==> src/core/scmc_consts.svh <==
// offsets, field positions, reset values and counts of the system clock mode control
// Function
// divider field 000/001 picks low clock, 010..111 pick high/64 down to high/2
// high clock select bit set makes the undivided high clock the system clock
// moving the system clock from high to low stops the high oscillator
// fast wake bit lets the substitute clock run the system after wake-up
// low ready flag zero in all-off sleep, rises after 1024 or 1-2 cycles
// high ready flag low at power-on, sleep, clock-off idle; rises after 1024 cycles
// halt enters idle when idle enable is set, otherwise sleep
// idle clock keep bit keeps the system clock running while idle
// second control register bits 6 to 3 read as zero
// fast wake only from substitute sleep or clock-off idle, never all-off sleep
// crystal fast wake runs on substitute clock until high ready, then switches
// internal RC sources wake after their own ready count, fast wake ignored
// watchdog off means low oscillators off, so no fast wake from all-off sleep
// low voltage detect enabled turns an all-off sleep into substitute sleep
// source switching happens only on clock boundaries, no shortened pulses
// oscillator ready flags are synchronised before software can read them
`ifndef SCMC_CONSTS_SVH
`define SCMC_CONSTS_SVH

`define SCMC_ADDR_SYSTEM_MODE_CONTROL 8'h00
`define SCMC_ADDR_CTRL 8'h04
`define SCMC_ADDR_CFG 8'h08
`define SCMC_ADDR_STAT 8'h0c

`define SCMC_SYSTEM_MODE_CONTROL_RESET 8'h03
`define SCMC_CTRL_RESET 8'h00
`define SCMC_CFG_RESET 4'h0

`define SCMC_SYSTEM_MODE_CONTROL_DIV_MSB 7
`define SCMC_SYSTEM_MODE_CONTROL_DIV_LSB 5
`define SCMC_SYSTEM_MODE_CONTROL_FAST_BIT 4
`define SCMC_SYSTEM_MODE_CONTROL_IDLE_BIT 1
`define SCMC_SYSTEM_MODE_CONTROL_HCLK_BIT 0
`define SCMC_CTRL_KEEP_BIT 7
`define SCMC_CFG_MSB 3

`define SCMC_DIV_LOW_MAX 3'h1
`define SCMC_DIV_FIRST_HIGH 3'h2
`define SCMC_DIV_FULL_MASK 6'h3f

`define SCMC_HIGH_STABLE_CYCLES 1024
`define SCMC_LOW_XTAL_CYCLES 1024
`define SCMC_LOW_RC_CYCLES 2

`define SCMC_RESP_OKAY 2'b00
`define SCMC_RESP_SLVERR 2'b10

`endif

==> src/core/scmc_pkg.sv <==
// types shared by the system clock mode control
`default_nettype none
package scmc_pkg;

  typedef enum logic [2:0] {
    mode_run,
    mode_sleep_all_off,
    mode_sleep_substitute_on,
    mode_idle_clock_off,
    mode_idle_clock_on,
    mode_wake_wait,
    mode_fast_wake
  } scmc_mode_t;

  typedef struct packed {
    logic [2:0] clock_divider_select;
    logic fast_wake_enable;
    logic low_osc_ready;
    logic high_osc_ready;
    logic idle_enable;
    logic high_clock_select;
  } scmc_system_mode_control_t;

  typedef struct packed {
    logic low_voltage_detect_enable;
    logic watchdog_enable;
    logic low_is_crystal;
    logic high_is_crystal;
  } scmc_cfg_t;

endpackage
`default_nettype wire

==> src/core/scmc_pin_sync.sv <==
// two-flop synchroniser for an oscillator pin with a rising edge pulse
`default_nettype none
module scmc_pin_sync (
  input wire logic clk,
  input wire logic rst_n,
  input wire logic pin,
  output logic rise
);
  logic meta;
  logic sync;
  logic last;

  // meta feeds only sync; the edge is taken between sync and last
  always_ff @(posedge clk or negedge rst_n) begin
    if (!rst_n) begin
      meta <= 1'b0;
      sync <= 1'b0;
      last <= 1'b0;
      rise <= 1'b0;
    end else begin
      meta <= pin;
      sync <= meta;
      last <= sync;
      rise <= sync & ~last;
    end
  end
endmodule
`default_nettype wire

==> src/core/scmc_ready_timer.sv <==
// counts oscillator cycles after start-up and raises a ready flag
`default_nettype none
module scmc_ready_timer #(
  parameter int CNT_W = 11
) (
  input wire logic clk,
  input wire logic rst_n,
  input wire logic run,
  input wire logic tick,
  input wire logic [CNT_W-1:0] target,
  output logic ready
);
  logic [CNT_W-1:0] count;

  // a stopped oscillator loses its ready state and restarts its count
  always_ff @(posedge clk or negedge rst_n) begin
    if (!rst_n) begin
      count <= '0;
      ready <= 1'b0;
    end else if (!run) begin
      count <= '0;
      ready <= 1'b0;
    end else if (tick && !ready) begin
      count <= count + 1'b1;
      if (count == target - 1'b1) begin
        ready <= 1'b1;
      end
    end
  end
endmodule
`default_nettype wire

==> src/core/scmc_top.sv <==
// system clock source selection, halt and wake-up modes, register slave
`include "scmc_consts.svh"
`default_nettype none
module scmc_top #(
  parameter int ADDR_W = 8,
  parameter int CNT_W = 11,
  parameter int HIGH_STABLE = `SCMC_HIGH_STABLE_CYCLES,
  parameter int LOW_XTAL_STABLE = `SCMC_LOW_XTAL_CYCLES,
  parameter int LOW_RC_STABLE = `SCMC_LOW_RC_CYCLES
) (
  input wire logic clk,
  input wire logic rst_n,
  input wire logic [ADDR_W-1:0] s_axi_awaddr,
  input wire logic [2:0] s_axi_awprot,
  input wire logic s_axi_awvalid,
  output logic s_axi_awready,
  input wire logic [31:0] s_axi_wdata,
  input wire logic [3:0] s_axi_wstrb,
  input wire logic s_axi_wvalid,
  output logic s_axi_wready,
  output logic [1:0] s_axi_bresp,
  output logic s_axi_bvalid,
  input wire logic s_axi_bready,
  input wire logic [ADDR_W-1:0] s_axi_araddr,
  input wire logic [2:0] s_axi_arprot,
  input wire logic s_axi_arvalid,
  output logic s_axi_arready,
  output logic [31:0] s_axi_rdata,
  output logic [1:0] s_axi_rresp,
  output logic s_axi_rvalid,
  input wire logic s_axi_rready,
  input wire logic high_osc_in,
  input wire logic low_osc_in,
  input wire logic halt_req,
  input wire logic wake_req,
  output logic sys_clk_en,
  output logic cpu_run,
  output logic high_osc_enable,
  output logic low_osc_enable,
  output scmc_pkg::scmc_mode_t power_mode
);
  import scmc_pkg::*;

  localparam logic [CNT_W-1:0] HIGH_TARGET = CNT_W'(HIGH_STABLE);
  localparam logic [CNT_W-1:0] LOW_XTAL_TARGET = CNT_W'(LOW_XTAL_STABLE);
  localparam logic [CNT_W-1:0] LOW_RC_TARGET = CNT_W'(LOW_RC_STABLE);

  scmc_system_mode_control_t system_mode_control;
  scmc_cfg_t cfg;
  logic idle_clock_keep;
  scmc_mode_t next_mode;
  logic high_tick;
  logic low_tick;
  logic high_ready;
  logic low_ready;
  logic [5:0] div_cnt;
  logic [2:0] active_div;
  logic active_hclk;
  logic req_high;
  logic active_high;
  logic target_ready;
  logic active_ok;
  logic active_tick;
  logic [5:0] div_mask;
  logic [CNT_W-1:0] low_target;
  logic aw_held;
  logic w_held;
  logic [ADDR_W-1:0] aw_addr;
  logic [31:0] w_data;
  logic w_lane0;
  logic do_write;
  logic [31:0] read_value;
  logic read_hit;

  // oscillator pins are foreign to clk; the ready flags come from counters on
  // synchronised edges, so software only ever sees clk-domain flags
  scmc_pin_sync u_high_sync (
    .clk(clk),
    .rst_n(rst_n),
    .pin(high_osc_in),
    .rise(high_tick)
  );

  scmc_pin_sync u_low_sync (
    .clk(clk),
    .rst_n(rst_n),
    .pin(low_osc_in),
    .rise(low_tick)
  );

  // crystal and internal rc both need the same count on the high side
  scmc_ready_timer #(.CNT_W(CNT_W)) u_high_timer (
    .clk(clk),
    .rst_n(rst_n),
    .run(high_osc_enable),
    .tick(high_tick),
    .target(HIGH_TARGET),
    .ready(high_ready)
  );

  assign low_target = cfg.low_is_crystal ? LOW_XTAL_TARGET : LOW_RC_TARGET;

  scmc_ready_timer #(.CNT_W(CNT_W)) u_low_timer (
    .clk(clk),
    .rst_n(rst_n),
    .run(low_osc_enable),
    .tick(low_tick),
    .target(low_target),
    .ready(low_ready)
  );

  // requested source comes from the register, active source is what runs now
  assign req_high = system_mode_control.high_clock_select | (system_mode_control.clock_divider_select > `SCMC_DIV_LOW_MAX);
  assign active_high = active_hclk | (active_div > `SCMC_DIV_LOW_MAX);
  assign target_ready = req_high ? high_ready : low_ready;
  assign active_ok = active_high ? high_ready : low_ready;
  assign div_mask = `SCMC_DIV_FULL_MASK >> (active_div - `SCMC_DIV_FIRST_HIGH);

  always_comb begin
    if (active_hclk) begin
      active_tick = high_tick;
    end else if (active_div > `SCMC_DIV_LOW_MAX) begin
      active_tick = high_tick && ((div_cnt & div_mask) == div_mask);
    end else begin
      active_tick = low_tick;
    end
  end

  always_ff @(posedge clk or negedge rst_n) begin
    if (!rst_n) begin
      div_cnt <= 6'h00;
    end else if (high_tick) begin
      div_cnt <= div_cnt + 6'h01;
    end
  end

  // the new selection is taken right after a whole pulse of the old one, or at once while the old one is not ready,
  // and only once the new source is stable, so no short clock slips out
  always_ff @(posedge clk or negedge rst_n) begin
    if (!rst_n) begin
      active_div <= 3'(`SCMC_SYSTEM_MODE_CONTROL_RESET >> `SCMC_SYSTEM_MODE_CONTROL_DIV_LSB);
      active_hclk <= 1'(`SCMC_SYSTEM_MODE_CONTROL_RESET >> `SCMC_SYSTEM_MODE_CONTROL_HCLK_BIT);
    end else if ((active_tick || !active_ok) && target_ready) begin
      active_div <= system_mode_control.clock_divider_select;
      active_hclk <= system_mode_control.high_clock_select;
    end
  end

  // halt and wake sequencing
  always_comb begin
    next_mode = power_mode;
    unique case (power_mode)
      mode_run: begin
        if (halt_req) begin
          if (system_mode_control.idle_enable) begin
            next_mode = idle_clock_keep ? mode_idle_clock_on : mode_idle_clock_off;
          end else if (cfg.low_voltage_detect_enable || cfg.watchdog_enable) begin
            next_mode = mode_sleep_substitute_on;
          end else begin
            next_mode = mode_sleep_all_off;
          end
        end
      end
      mode_idle_clock_on: begin
        if (wake_req) begin
          next_mode = mode_run;
        end
      end
      mode_sleep_substitute_on, mode_idle_clock_off: begin
        if (wake_req) begin
          if (system_mode_control.fast_wake_enable && cfg.high_is_crystal && req_high) begin
            next_mode = mode_fast_wake;
          end else begin
            next_mode = mode_wake_wait;
          end
        end
      end
      mode_sleep_all_off: begin
        // the substitute clock is stopped here, so the fast wake bit is moot
        if (wake_req) begin
          next_mode = mode_wake_wait;
        end
      end
      mode_wake_wait: begin
        if (target_ready) begin
          next_mode = mode_run;
        end
      end
      mode_fast_wake: begin
        if (high_ready) begin
          next_mode = mode_run;
        end
      end
    endcase
  end

  always_ff @(posedge clk or negedge rst_n) begin
    if (!rst_n) begin
      power_mode <= mode_run;
    end else begin
      power_mode <= next_mode;
    end
  end

  // oscillator enables follow the next mode so they change with the mode
  always_ff @(posedge clk or negedge rst_n) begin
    if (!rst_n) begin
      high_osc_enable <= 1'b1;
      low_osc_enable <= 1'b1;
      cpu_run <= 1'b1;
    end else begin
      low_osc_enable <= (next_mode != mode_sleep_all_off);
      cpu_run <= (next_mode == mode_run) || (next_mode == mode_fast_wake);
      unique case (next_mode)
        mode_run, mode_wake_wait, mode_fast_wake: begin
          high_osc_enable <= req_high || active_high;
        end
        mode_idle_clock_on: begin
          high_osc_enable <= active_high;
        end
        mode_sleep_all_off, mode_sleep_substitute_on, mode_idle_clock_off: begin
          high_osc_enable <= 1'b0;
        end
      endcase
    end
  end

  always_ff @(posedge clk or negedge rst_n) begin
    if (!rst_n) begin
      sys_clk_en <= 1'b0;
    end else begin
      unique case (power_mode)
        mode_run, mode_idle_clock_on: begin
          sys_clk_en <= active_tick && active_ok && !sys_clk_en;
        end
        mode_fast_wake: begin
          sys_clk_en <= low_tick && low_ready;
        end
        mode_sleep_all_off, mode_sleep_substitute_on, mode_idle_clock_off,
        mode_wake_wait: begin
          sys_clk_en <= 1'b0;
        end
      endcase
    end
  end

  // axi4-lite write: address and data held until both are in, one at a time
  assign do_write = aw_held && w_held && !s_axi_bvalid;

  always_ff @(posedge clk or negedge rst_n) begin
    if (!rst_n) begin
      aw_held <= 1'b0;
      w_held <= 1'b0;
      aw_addr <= '0;
      w_data <= 32'h00000000;
      w_lane0 <= 1'b0;
      s_axi_awready <= 1'b1;
      s_axi_wready <= 1'b1;
      s_axi_bvalid <= 1'b0;
      s_axi_bresp <= `SCMC_RESP_OKAY;
    end else begin
      if (s_axi_awvalid && s_axi_awready) begin
        aw_held <= 1'b1;
        aw_addr <= s_axi_awaddr;
        s_axi_awready <= 1'b0;
      end
      if (s_axi_wvalid && s_axi_wready) begin
        w_held <= 1'b1;
        w_data <= s_axi_wdata;
        w_lane0 <= s_axi_wstrb[0];
        s_axi_wready <= 1'b0;
      end
      if (do_write) begin
        aw_held <= 1'b0;
        w_held <= 1'b0;
        s_axi_bvalid <= 1'b1;
        if ((aw_addr == `SCMC_ADDR_SYSTEM_MODE_CONTROL) || (aw_addr == `SCMC_ADDR_CTRL) ||
            (aw_addr == `SCMC_ADDR_CFG) || (aw_addr == `SCMC_ADDR_STAT)) begin
          s_axi_bresp <= `SCMC_RESP_OKAY;
        end else begin
          s_axi_bresp <= `SCMC_RESP_SLVERR;
        end
      end
      if (s_axi_bvalid && s_axi_bready) begin
        s_axi_bvalid <= 1'b0;
        s_axi_awready <= 1'b1;
        s_axi_wready <= 1'b1;
      end
    end
  end

  // only byte lane 0 carries register bits; the ready flags are never stored
  always_ff @(posedge clk or negedge rst_n) begin
    if (!rst_n) begin
      system_mode_control <= `SCMC_SYSTEM_MODE_CONTROL_RESET;
      idle_clock_keep <= 1'(`SCMC_CTRL_RESET >> `SCMC_CTRL_KEEP_BIT);
      cfg <= `SCMC_CFG_RESET;
    end else if (do_write && w_lane0) begin
      if (aw_addr == `SCMC_ADDR_SYSTEM_MODE_CONTROL) begin
        system_mode_control.clock_divider_select <= w_data[`SCMC_SYSTEM_MODE_CONTROL_DIV_MSB:`SCMC_SYSTEM_MODE_CONTROL_DIV_LSB];
        system_mode_control.fast_wake_enable <= w_data[`SCMC_SYSTEM_MODE_CONTROL_FAST_BIT];
        system_mode_control.idle_enable <= w_data[`SCMC_SYSTEM_MODE_CONTROL_IDLE_BIT];
        system_mode_control.high_clock_select <= w_data[`SCMC_SYSTEM_MODE_CONTROL_HCLK_BIT];
      end
      if (aw_addr == `SCMC_ADDR_CTRL) begin
        idle_clock_keep <= w_data[`SCMC_CTRL_KEEP_BIT];
      end
      if (aw_addr == `SCMC_ADDR_CFG) begin
        cfg <= w_data[`SCMC_CFG_MSB:0];
      end
    end
  end

  always_comb begin
    read_hit = 1'b1;
    read_value = 32'h00000000;
    unique case (s_axi_araddr)
      `SCMC_ADDR_SYSTEM_MODE_CONTROL: begin
        read_value = {24'h000000, system_mode_control.clock_divider_select, system_mode_control.fast_wake_enable,
                      low_ready, high_ready, system_mode_control.idle_enable,
                      system_mode_control.high_clock_select};
      end
      `SCMC_ADDR_CTRL: begin
        read_value = {24'h000000, idle_clock_keep, 7'h00};
      end
      `SCMC_ADDR_CFG: begin
        read_value = {28'h0000000, cfg};
      end
      `SCMC_ADDR_STAT: begin
        read_value = {29'h0, power_mode};
      end
      default: begin
        read_hit = 1'b0;
      end
    endcase
  end

  always_ff @(posedge clk or negedge rst_n) begin
    if (!rst_n) begin
      s_axi_arready <= 1'b1;
      s_axi_rvalid <= 1'b0;
      s_axi_rdata <= 32'h00000000;
      s_axi_rresp <= `SCMC_RESP_OKAY;
    end else if (s_axi_arvalid && s_axi_arready) begin
      s_axi_arready <= 1'b0;
      s_axi_rvalid <= 1'b1;
      s_axi_rdata <= read_value;
      s_axi_rresp <= read_hit ? `SCMC_RESP_OKAY : `SCMC_RESP_SLVERR;
    end else if (s_axi_rvalid && s_axi_rready) begin
      s_axi_rvalid <= 1'b0;
      s_axi_arready <= 1'b1;
    end
  end
endmodule
`default_nettype wire

==> config.mk <==
export PLATFORM = sky130hd
export DESIGN_NAME = scmc_top
export DESIGN_NICKNAME = d
export VERILOG_FILES = /design/src/core/scmc_pkg.sv /design/src/core/scmc_pin_sync.sv /design/src/core/scmc_ready_timer.sv /design/src/core/scmc_top.sv
export VERILOG_INCLUDE_DIRS = /design/src /design/src/core
export SDC_FILE = /design/constraint.sdc
export NUM_CORES = 1
export LEC_CHECK = 0
export ABC_AREA = 1
export BUFFER_PORTS_ARGS = -buffer_cell sky130_fd_sc_hd__buf_2
export CAP_MARGIN = 10
export CORE_MARGIN = 1
export CORE_UTILIZATION = 53
export DETAILED_ROUTE_END_ITERATION = 8
export PLACE_DENSITY_LB_ADDON = 0.08
export REMOVE_ABC_BUFFERS = 1
export SYNTH_ARGS = -nofsm -noshare
export SYNTH_HDL_FRONTEND = slang
export SYNTH_SLANG_ARGS = --single-unit
==> constraint.sdc <==
create_clock -name clk -period 2.02 [get_ports clk]
set_input_delay 0.202 -clock clk [delete_from_list [all_inputs] [get_ports clk]]
set_output_delay 0.202 -clock clk [all_outputs]
set_load 0.02 [all_outputs]
==> impl_metrics.xml, run 1 <==
<?xml version="1.0" encoding="UTF-8"?>
<metrics>
  <group name="synthesis">
    <metric name="ys.warnings.count" unit="">0</metric>
    <metric name="gate_count_of_the_mapped_netlist" unit="">557</metric>
    <metric name="synth.yosys.seq_area_share" unit="%">50.9</metric>
    <metric name="post_synth_num_cell_types" unit="">40</metric>
    <metric name="synth-main-ff-cell" unit="">dfrtp_1</metric>
    <metric name="ys_async_sr_fraction" unit="%">100</metric>
    <metric name="syn_area" unit="mm²">0.00464</metric>
    <metric name="synth.ff_latch_count" unit="">94</metric>
    <metric name="synth_enable_flop_cells" unit="">0</metric>
    <metric name="syn_area_per_cell" unit="µm²">8.34</metric>
  </group>
  <group name="grt">
    <metric name="grt_antenna_before_repair" unit="">0</metric>
    <metric name="grt_pass1_vias" unit="">3469</metric>
    <metric name="wire_length_of_the_first_global_routing_pass" unit="µm">15200</metric>
    <metric name="grt_start_max_net_pins" unit="">44</metric>
    <metric name="globalRouteTotalUtil" unit="%">21.5</metric>
    <metric name="gr-total-overflow" unit="">0</metric>
  </group>
  <group name="routing">
    <metric name="postRouteAntennaNets" unit="">0</metric>
    <metric name="drt_wl_total" unit="µm">8530</metric>
    <metric name="wirelength_met1" unit="µm">4120</metric>
    <metric name="number_of_vias_after_detailed_routing" unit="">3574</metric>
    <metric name="detailed_router_iteration_count_before_antenna_repair" unit="">4</metric>
    <metric name="remaining_drc_errors" unit="">0</metric>
    <metric name="dr.first_iter.drc_count" unit="">138</metric>
    <metric name="route.met3.wl" unit="µm">354</metric>
    <metric name="top_metal_used" unit="">met4</metric>
    <metric name="routed_via_density" unit="">4.88</metric>
    <metric name="met2RoutedLength" unit="µm">3990</metric>
    <metric name="post_drt_wl_per_cell" unit="µm">11.7</metric>
  </group>
  <group name="final_layout">
    <metric name="post_route_cells_drive_above_1_share" unit="%">18.0</metric>
    <metric name="fin_util" unit="%">61.9</metric>
    <metric name="insertedDiodeCount" unit="">0</metric>
    <metric name="layout.nets" unit="">697</metric>
    <metric name="flow.area_growth_from_synthesis" unit="%">11.1</metric>
  </group>
  <group name="flow_run">
    <metric name="max_cap_viol_count" unit="">0</metric>
  </group>
  <group name="clock_network">
    <metric name="root_buffer" unit="">clkbuf_8</metric>
    <metric name="cts_inserted_buffers" unit="">9</metric>
    <metric name="cts_post_setup_buffers_inserted" unit="">0</metric>
    <metric name="tritoncts" unit="">yes</metric>
    <metric name="cts_max_path_buffers" unit="">2</metric>
    <metric name="htreeDepth" unit="">3</metric>
    <metric name="clkSlewWorstSetupHoldPaths" unit="ps">90</metric>
    <metric name="clock_sinks" unit="">94</metric>
    <metric name="clk-insertion-delay-late" unit="ps">360</metric>
  </group>
  <group name="sta">
    <metric name="timing.final.hold_violations" unit="">0</metric>
    <metric name="setup_viol" unit="">0</metric>
    <metric name="clock_skew" unit="ps">8.47</metric>
    <metric name="rsz0062_at_grt" unit="">no</metric>
    <metric name="finalSetupTns" unit="ps">0</metric>
    <metric name="final_max_slew_viol_count" unit="">0</metric>
    <metric name="achievable-frequency" unit="GHz">0.591</metric>
    <metric name="final_period_minus_worst_setup_slack" unit="ps">1690</metric>
    <metric name="layout_worst_path_cycle_share" unit="%">83.8</metric>
  </group>
  <group name="status">
    <metric name="outcome" unit="">completed</metric>
  </group>
  <group name="die">
    <metric name="num_rows" unit="">33</metric>
    <metric name="die_y" unit="µm">95.6</metric>
    <metric name="fp.dieW" unit="µm">95.6</metric>
    <metric name="io_pins" unit="">117</metric>
    <metric name="floorplan.core_area" unit="mm²">0.00834</metric>
    <metric name="area_enclosed_by_the_die_boundary" unit="mm²">0.00914</metric>
    <metric name="start_util" unit="%">55.7</metric>
  </group>
  <group name="place">
    <metric name="detailedPlacementHpwl" unit="µm">6380</metric>
    <metric name="number_of_port_buffers" unit="">57</metric>
    <metric name="place_congestion" unit="">0.830</metric>
  </group>
  <group name="pwr">
    <metric name="worst_case_vdd_ir_drop" unit="µV">557</metric>
    <metric name="p_leak" unit="nW">2.60</metric>
    <metric name="power-per-cell-area" unit="mW/mm²">1130</metric>
  </group>
  <group name="setup_path">
    <metric name="timing.critical_path.arrival" unit="ps">1940</metric>
    <metric name="crit_path_end_kind" unit="">flop</metric>
    <metric name="worstSetupPathType" unit="">flop to flop</metric>
    <metric name="crit_fanout" unit="">5</metric>
    <metric name="timing.critical_path.from_type" unit="">flop</metric>
    <metric name="required" unit="ps">2270</metric>
  </group>
  <group name="hold_path">
    <metric name="hp-class" unit="">input port to flop</metric>
  </group>
</metrics>
-- final timing paths --
| path | cells after the start | to | from | slack, ps |
|---|---|---|---|---|
| max | 13 | active_div[0] | active_div[1] | 330 |
| min | 2 | s_axi_awready | s_axi_awvalid | 9 |
| max reg2reg | 13 | active_div[0] | active_div[1] | 330 |
| min reg2reg | 0 | u_low_sync.sync | u_low_sync.meta | 350 |
| max in group asynchronous | 3 | system_mode_control[0] | rst_n | 1020 |
| min in group asynchronous | 2 | w_data[6] | rst_n | 300 |
-- area by class of cell --
class	instances	area (µm²)
inverters	74	278
flip-flops and latches	94	2360
clock buffers	12	145
well taps	105	131
clock inverters	4	30.0
fillers	749	3180
repair buffers	64	363
multi-input cells	379	1850
-- state kept, by name (all words and copies together), names as in the netlist, 4 cells and up --
signal,flops
system_mode_control,6
aw_addr,8
s_axi_rdata,8
div_cnt,6
cfg,4
w_data,8
u_high_timer.count,11
u_low_timer.count,11
-- power breakdown --
group          leakage (nW)  total, mW  switching, mW  internal (mW)
Sequential             1.21       2.77          0.389           2.39
Combinational          1.30       1.91           1.26          0.647
Clock                0.0874       1.13          0.639          0.489
Total                  2.60       5.81           2.29           3.52
-- cells in the final DEF (no fill, tap or decap), types with 2 or more instances in the layout --
| cell | Yosys | routed |
|---|---|---|
| inv_2 | 5 | 5 |
| inv_6 | 0 | 2 |
| nor4_1 | 3 | 3 |
| nor2_2 | 3 | 3 |
| dfrtp_1 | 85 | 85 |
| dlygate4sd3_1 | 0 | 4 |
| buf_4 | 28 | 3 |
| o21ai_0 | 49 | 49 |
| a21oi_1 | 19 | 19 |
| buf_2 | 2 | 56 |
| nand3_1 | 33 | 33 |
| nor2_4 | 3 | 3 |
| o22ai_1 | 2 | 2 |
| nand4_1 | 9 | 9 |
| inv_1 | 68 | 68 |
| a21oi_4 | 2 | 2 |
| conb_1 | 1 | 26 |
| nand2_1 | 150 | 150 |
| nor3_2 | 5 | 5 |
| clkbuf_1 | 4 | 2 |
| clkbuf_8 | 0 | 10 |
| nand2_2 | 7 | 7 |
| nor2_1 | 34 | 34 |
| dfstp_2 | 9 | 9 |
| nor3_1 | 8 | 8 |
| xor2_1 | 5 | 5 |
| ha_1 | 6 | 6 |
| o21ai_1 | 2 | 2 |
-- layer usage --
| layer | vias up | global-route usage (%) |
|---|---|---|
| li1 | 1851 | - |
| met2 | 73 | 36.7 |
| met4 | 0 | 4.48 |
| met5 | - | 0 |
| met1 | 1643 | 27.5 |
| met3 | 7 | 5.74 |
-- per-stage QoR --
step | area (µm²) | setup slack [ps] | instances | hold slack, ps | power [mW]
detailed placement | 4950 | 341 | 712 | 150 | 4.71
floorplan | 4490 | 539 | 547 | -93.6 | 4.14
finish | 5160 | 327 | 732 | 9.26 | 5.81
global placement | 4950 | 386 | 712 | 148 | 4.64
global route | 5160 | 121 | 732 | 5.26 | 6.32
CTS | 5160 | 316 | 732 | 1.81 | 5.87
-- worst max-delay path, cell delays in order (launching register included) --
cell,delay [ps]
dfrtp_1,400
inv_1,140
ha_1,170
nand2_1,50
nand2_1,60
nand2_1,100
nor2_1,120
nand3_1,80
nand2_1,60
nand2_1,60
nand2_1,140
nand2_2,100
nand2_1,70
nand2_1,40
-- what timing repair did --
action	CTS	global route
endpoints found under the setup margin	0	0
gates resized for setup	0	0
endpoints found under the hold margin	27	0
hold buffers	4	0
-- cells in the mapped netlist (2+ instances only) --
cell type / instances / share of area [%]
nand2_1: 150 / 12
dfrtp_1: 85 / 46
inv_1: 68 / 5.5
o21ai_0: 49 / 5.3
nor2_1: 34 / 2.7
nand3_1: 33 / 3.6
buf_4: 28 / 4.5
a21oi_1: 19 / 2.0
dfstp_2: 9 / 5.1
nand4_1: 9 / 1.2
nor3_1: 8 / 0.86
nand2_2: 7 / 0.94
ha_1: 6 / 1.6
inv_2: 5 / 0.40
nor3_2: 5 / 1.1
xor2_1: 5 / 0.94
clkbuf_1: 4 / 0.32
nor2_2: 3 / 0.40
nor2_4: 3 / 0.73
nor4_1: 3 / 0.40
a21oi_4: 2 / 0.70
buf_2: 2 / 0.22
o21ai_1: 2 / 0.22
o22ai_1: 2 / 0.27
-- kinds of logic (layout without fill, tap and decap cells) --
kind of cell,count (synthesis),in the layout,share of synthesized area (%)
XOR/XNOR,5,5,0.943
AND/OR/NAND/NOR,264,264,26.0
flip-flops,94,94,50.9
other,1,26,0.0807
AO/OA/AOI/OAI,78,78,9.19
adder cells (fa/ha/maj),6,6,1.62
buffers and inverters,109,154,11.3
No activity file was read; power rests on OpenSTA's default activity.
==> inputs of run 2 (changes only) <==
--- a/config.mk
+++ b/config.mk
@@ -10,7 +10,7 @@
 export BUFFER_PORTS_ARGS = -buffer_cell sky130_fd_sc_hd__buf_2
 export CAP_MARGIN = 10
 export CORE_MARGIN = 1
-export CORE_UTILIZATION = 53
+export CORE_UTILIZATION = 48
 export DETAILED_ROUTE_END_ITERATION = 8
 export PLACE_DENSITY_LB_ADDON = 0.08
 export REMOVE_ABC_BUFFERS = 1
==> constraint.sdc (replaced) <==
create_clock -name clk -period 1.4 [get_ports clk]
set_input_delay 0.14 -clock clk [delete_from_list [all_inputs] [get_ports clk]]
set_output_delay 0.14 -clock clk [all_outputs]
set_load 0.02 [all_outputs]
==> impl_metrics.xml, run 2 (synthesized netlist as in run 1, its figures left out) <==
<?xml version="1.0" encoding="UTF-8"?>
<metrics>
  <group name="sta">
    <metric name="achievable-frequency" unit="GHz">0.635</metric>
    <metric name="finalWorstSetupSlack" unit="ps">-174</metric>
    <metric name="layout_worst_path_cycle_share" unit="%">112</metric>
    <metric name="worst_hold_slack" unit="ps">135</metric>
    <metric name="final_max_slew_viol_count" unit="">0</metric>
    <metric name="clock_skew" unit="ps">9.31</metric>
    <metric name="rsz0062_at_grt" unit="">yes</metric>
    <metric name="final_period_minus_worst_setup_slack" unit="ps">1570</metric>
    <metric name="setup_viol" unit="">9</metric>
    <metric name="timing.final.hold_violations" unit="">0</metric>
  </group>
  <group name="grt">
    <metric name="globalRouteTotalUtil" unit="%">20.9</metric>
    <metric name="wire_length_of_the_first_global_routing_pass" unit="µm">16600</metric>
    <metric name="grt_pass1_vias" unit="">3832</metric>
    <metric name="grt_antenna_before_repair" unit="">0</metric>
    <metric name="grt_start_max_net_pins" unit="">42</metric>
    <metric name="gr-total-overflow" unit="">0</metric>
  </group>
  <group name="clock_network">
    <metric name="cts_max_path_buffers" unit="">2</metric>
    <metric name="clk-insertion-delay-late" unit="ps">360</metric>
    <metric name="clock_sinks" unit="">94</metric>
    <metric name="tritoncts" unit="">yes</metric>
    <metric name="htreeDepth" unit="">3</metric>
    <metric name="clkSlewWorstSetupHoldPaths" unit="ps">90</metric>
    <metric name="cts_inserted_buffers" unit="">9</metric>
    <metric name="root_buffer" unit="">clkbuf_8</metric>
  </group>
  <group name="pwr">
    <metric name="power-per-cell-area" unit="mW/mm²">1570</metric>
    <metric name="netSwitchingFraction" unit="%">39.3</metric>
    <metric name="pint" unit="mW">5.83</metric>
    <metric name="clock_power_share" unit="%">17.0</metric>
    <metric name="p_leak" unit="nW">3.05</metric>
    <metric name="power.share.combinational" unit="%">42.2</metric>
    <metric name="seq_power_share" unit="%">40.8</metric>
    <metric name="p_sw" unit="mW">3.78</metric>
    <metric name="power.total" unit="mW">9.61</metric>
    <metric name="worst_case_vdd_ir_drop" unit="µV">981</metric>
  </group>
  <group name="final_layout">
    <metric name="layout.nets" unit="">776</metric>
    <metric name="insertedDiodeCount" unit="">0</metric>
    <metric name="post_route_cells_drive_above_1_share" unit="%">31.6</metric>
    <metric name="flow.area_growth_from_synthesis" unit="%">31.7</metric>
    <metric name="layout_commonest_cell" unit="">nand2_1</metric>
    <metric name="reg_top3" unit="">u_high_timer.count (11), u_low_timer.count (11)</metric>
    <metric name="fin_util" unit="%">65.6</metric>
    <metric name="final_cell_mix" unit="">136 x nand2_1, 83 x dfrtp_1, 61 x inv_1</metric>
  </group>
  <group name="setup_path">
    <metric name="r2r_end" unit="">active_div[1]</metric>
    <metric name="required" unit="ps">1660</metric>
    <metric name="worstSetupPathType" unit="">flop to flop</metric>
    <metric name="worst_r2r_path_depth" unit="">12</metric>
    <metric name="crit_fanout" unit="">5</metric>
    <metric name="r2r_start" unit="">active_div[2]</metric>
    <metric name="timing.critical_path.from_type" unit="">flop</metric>
    <metric name="crit_path_end_kind" unit="">flop</metric>
    <metric name="worstSetupStartpoint" unit="">active_div[2]</metric>
    <metric name="timing.critical_path.to" unit="">active_div[1]</metric>
    <metric name="rrSetupSlack" unit="ps">-170</metric>
    <metric name="timing.critical_path.arrival" unit="ps">1830</metric>
  </group>
  <group name="die">
    <metric name="die_y" unit="µm">100</metric>
    <metric name="io_pins" unit="">117</metric>
    <metric name="area_enclosed_by_the_die_boundary" unit="mm²">0.0101</metric>
    <metric name="fp.dieW" unit="µm">100</metric>
    <metric name="start_util" unit="%">49.8</metric>
    <metric name="floorplan.core_area" unit="mm²">0.00933</metric>
    <metric name="num_rows" unit="">35</metric>
  </group>
  <group name="routing">
    <metric name="remaining_drc_errors" unit="">0</metric>
    <metric name="number_of_vias_after_detailed_routing" unit="">3955</metric>
    <metric name="detailed_router_iteration_count_before_antenna_repair" unit="">4</metric>
    <metric name="drt_wl_total" unit="µm">9910</metric>
    <metric name="routed_via_density" unit="">4.74</metric>
    <metric name="post_drt_wl_per_cell" unit="µm">11.9</metric>
    <metric name="postRouteAntennaNets" unit="">0</metric>
    <metric name="dr.first_iter.drc_count" unit="">130</metric>
  </group>
  <group name="place">
    <metric name="place_congestion" unit="">0.855</metric>
    <metric name="pre_cts_ws" unit="ps">-244</metric>
    <metric name="number_of_port_buffers" unit="">57</metric>
    <metric name="detailedPlacementHpwl" unit="µm">6930</metric>
  </group>
  <group name="flow_run">
    <metric name="max_cap_viol_count" unit="">0</metric>
  </group>
  <group name="status">
    <metric name="failed_checks" unit="">setup timing</metric>
    <metric name="outcome" unit="">finished with violations</metric>
  </group>
  <group name="hold_path">
    <metric name="hp-class" unit="">input port to flop</metric>
    <metric name="min_delay_path_depth" unit="">4</metric>
  </group>
</metrics>
-- run 2: cell types whose count changed in the layout (fill, tap and decap cells not counted), sizes merged --
cell / change
clkinvlp: +2
clkinv: +1
buf: +58
dlygate4sd3: +21
clkbuf: -1
inv: -2
-- run 2: power groups by stage --
stage | Sequential, mW | Clock [mW] | Combinational [mW]
global route | 4.01 | 1.78 | 4.53
global placement | 3.92 | 0 | 3.31
CTS | 3.90 | 1.70 | 3.67
detailed placement | 3.93 | 0 | 3.39
finish | 3.92 | 1.63 | 4.06
floorplan | 4.08 | 0 | 1.90
-- run 2: metal layers --
layer	track usage (%)	part of all wire (%)	vias up
li1	-	-	2010
met1	25.5	46	1835
met2	36.6	49	95
met3	4.53	4.0	15
met4	7.25	1.5	0
met5	0	0	-
-- run 2: what timing repair did --
action,in CTS,in global routing
gates resized for setup,22,58
pin swaps,9,21
hold endpoints to repair,110,0
setup buffers,4,9
hold buffers,25,0
endpoints found under the setup margin,18,32
-- run 2: final cells by class --
cell class	instances	area [µm²]
clock buffers	11	141
clock inverters	5	36.3
fillers	799	3210
inverters	74	278
multi-input cells	379	2090
flip-flops and latches	94	2370
well taps	129	161
repair buffers	143	1040
-- run 2: worst min path at each step --
stage,slack [ps],to,from
CTS,100,s_axi_arready,s_axi_arvalid
global placement,60,s_axi_rvalid,rst_n
global route,160,s_axi_rdata[7],s_axi_araddr[3]
finish,130,s_axi_arready,s_axi_arvalid
floorplan,-160,active_div[0],rst_n
detailed placement,60,s_axi_rdata[4],rst_n
-- run 2: metrics by stage --
step / instances / setup TNS (ps) / area [µm²]
floorplan: 547 / -293 / 4490
CTS: 827 / -562 / 5860
finish: 835 / -893 / 6110
global placement: 782 / -805 / 5330
global route: 835 / -2300 / 6110
detailed placement: 782 / -1240 / 5330
-- run 2: critical path: stages, from the launching register on --
cell and delay (ps):
dfrtp_1 390, inv_2 90, ha_1 190, nand2_1 70
o211ai_1 110, nor2_2 120, nand3_1 80, nand2_1 80
nand2_2 70, nand2_4 90, nand2_4 60, nand2_1 60
nand2_1 40
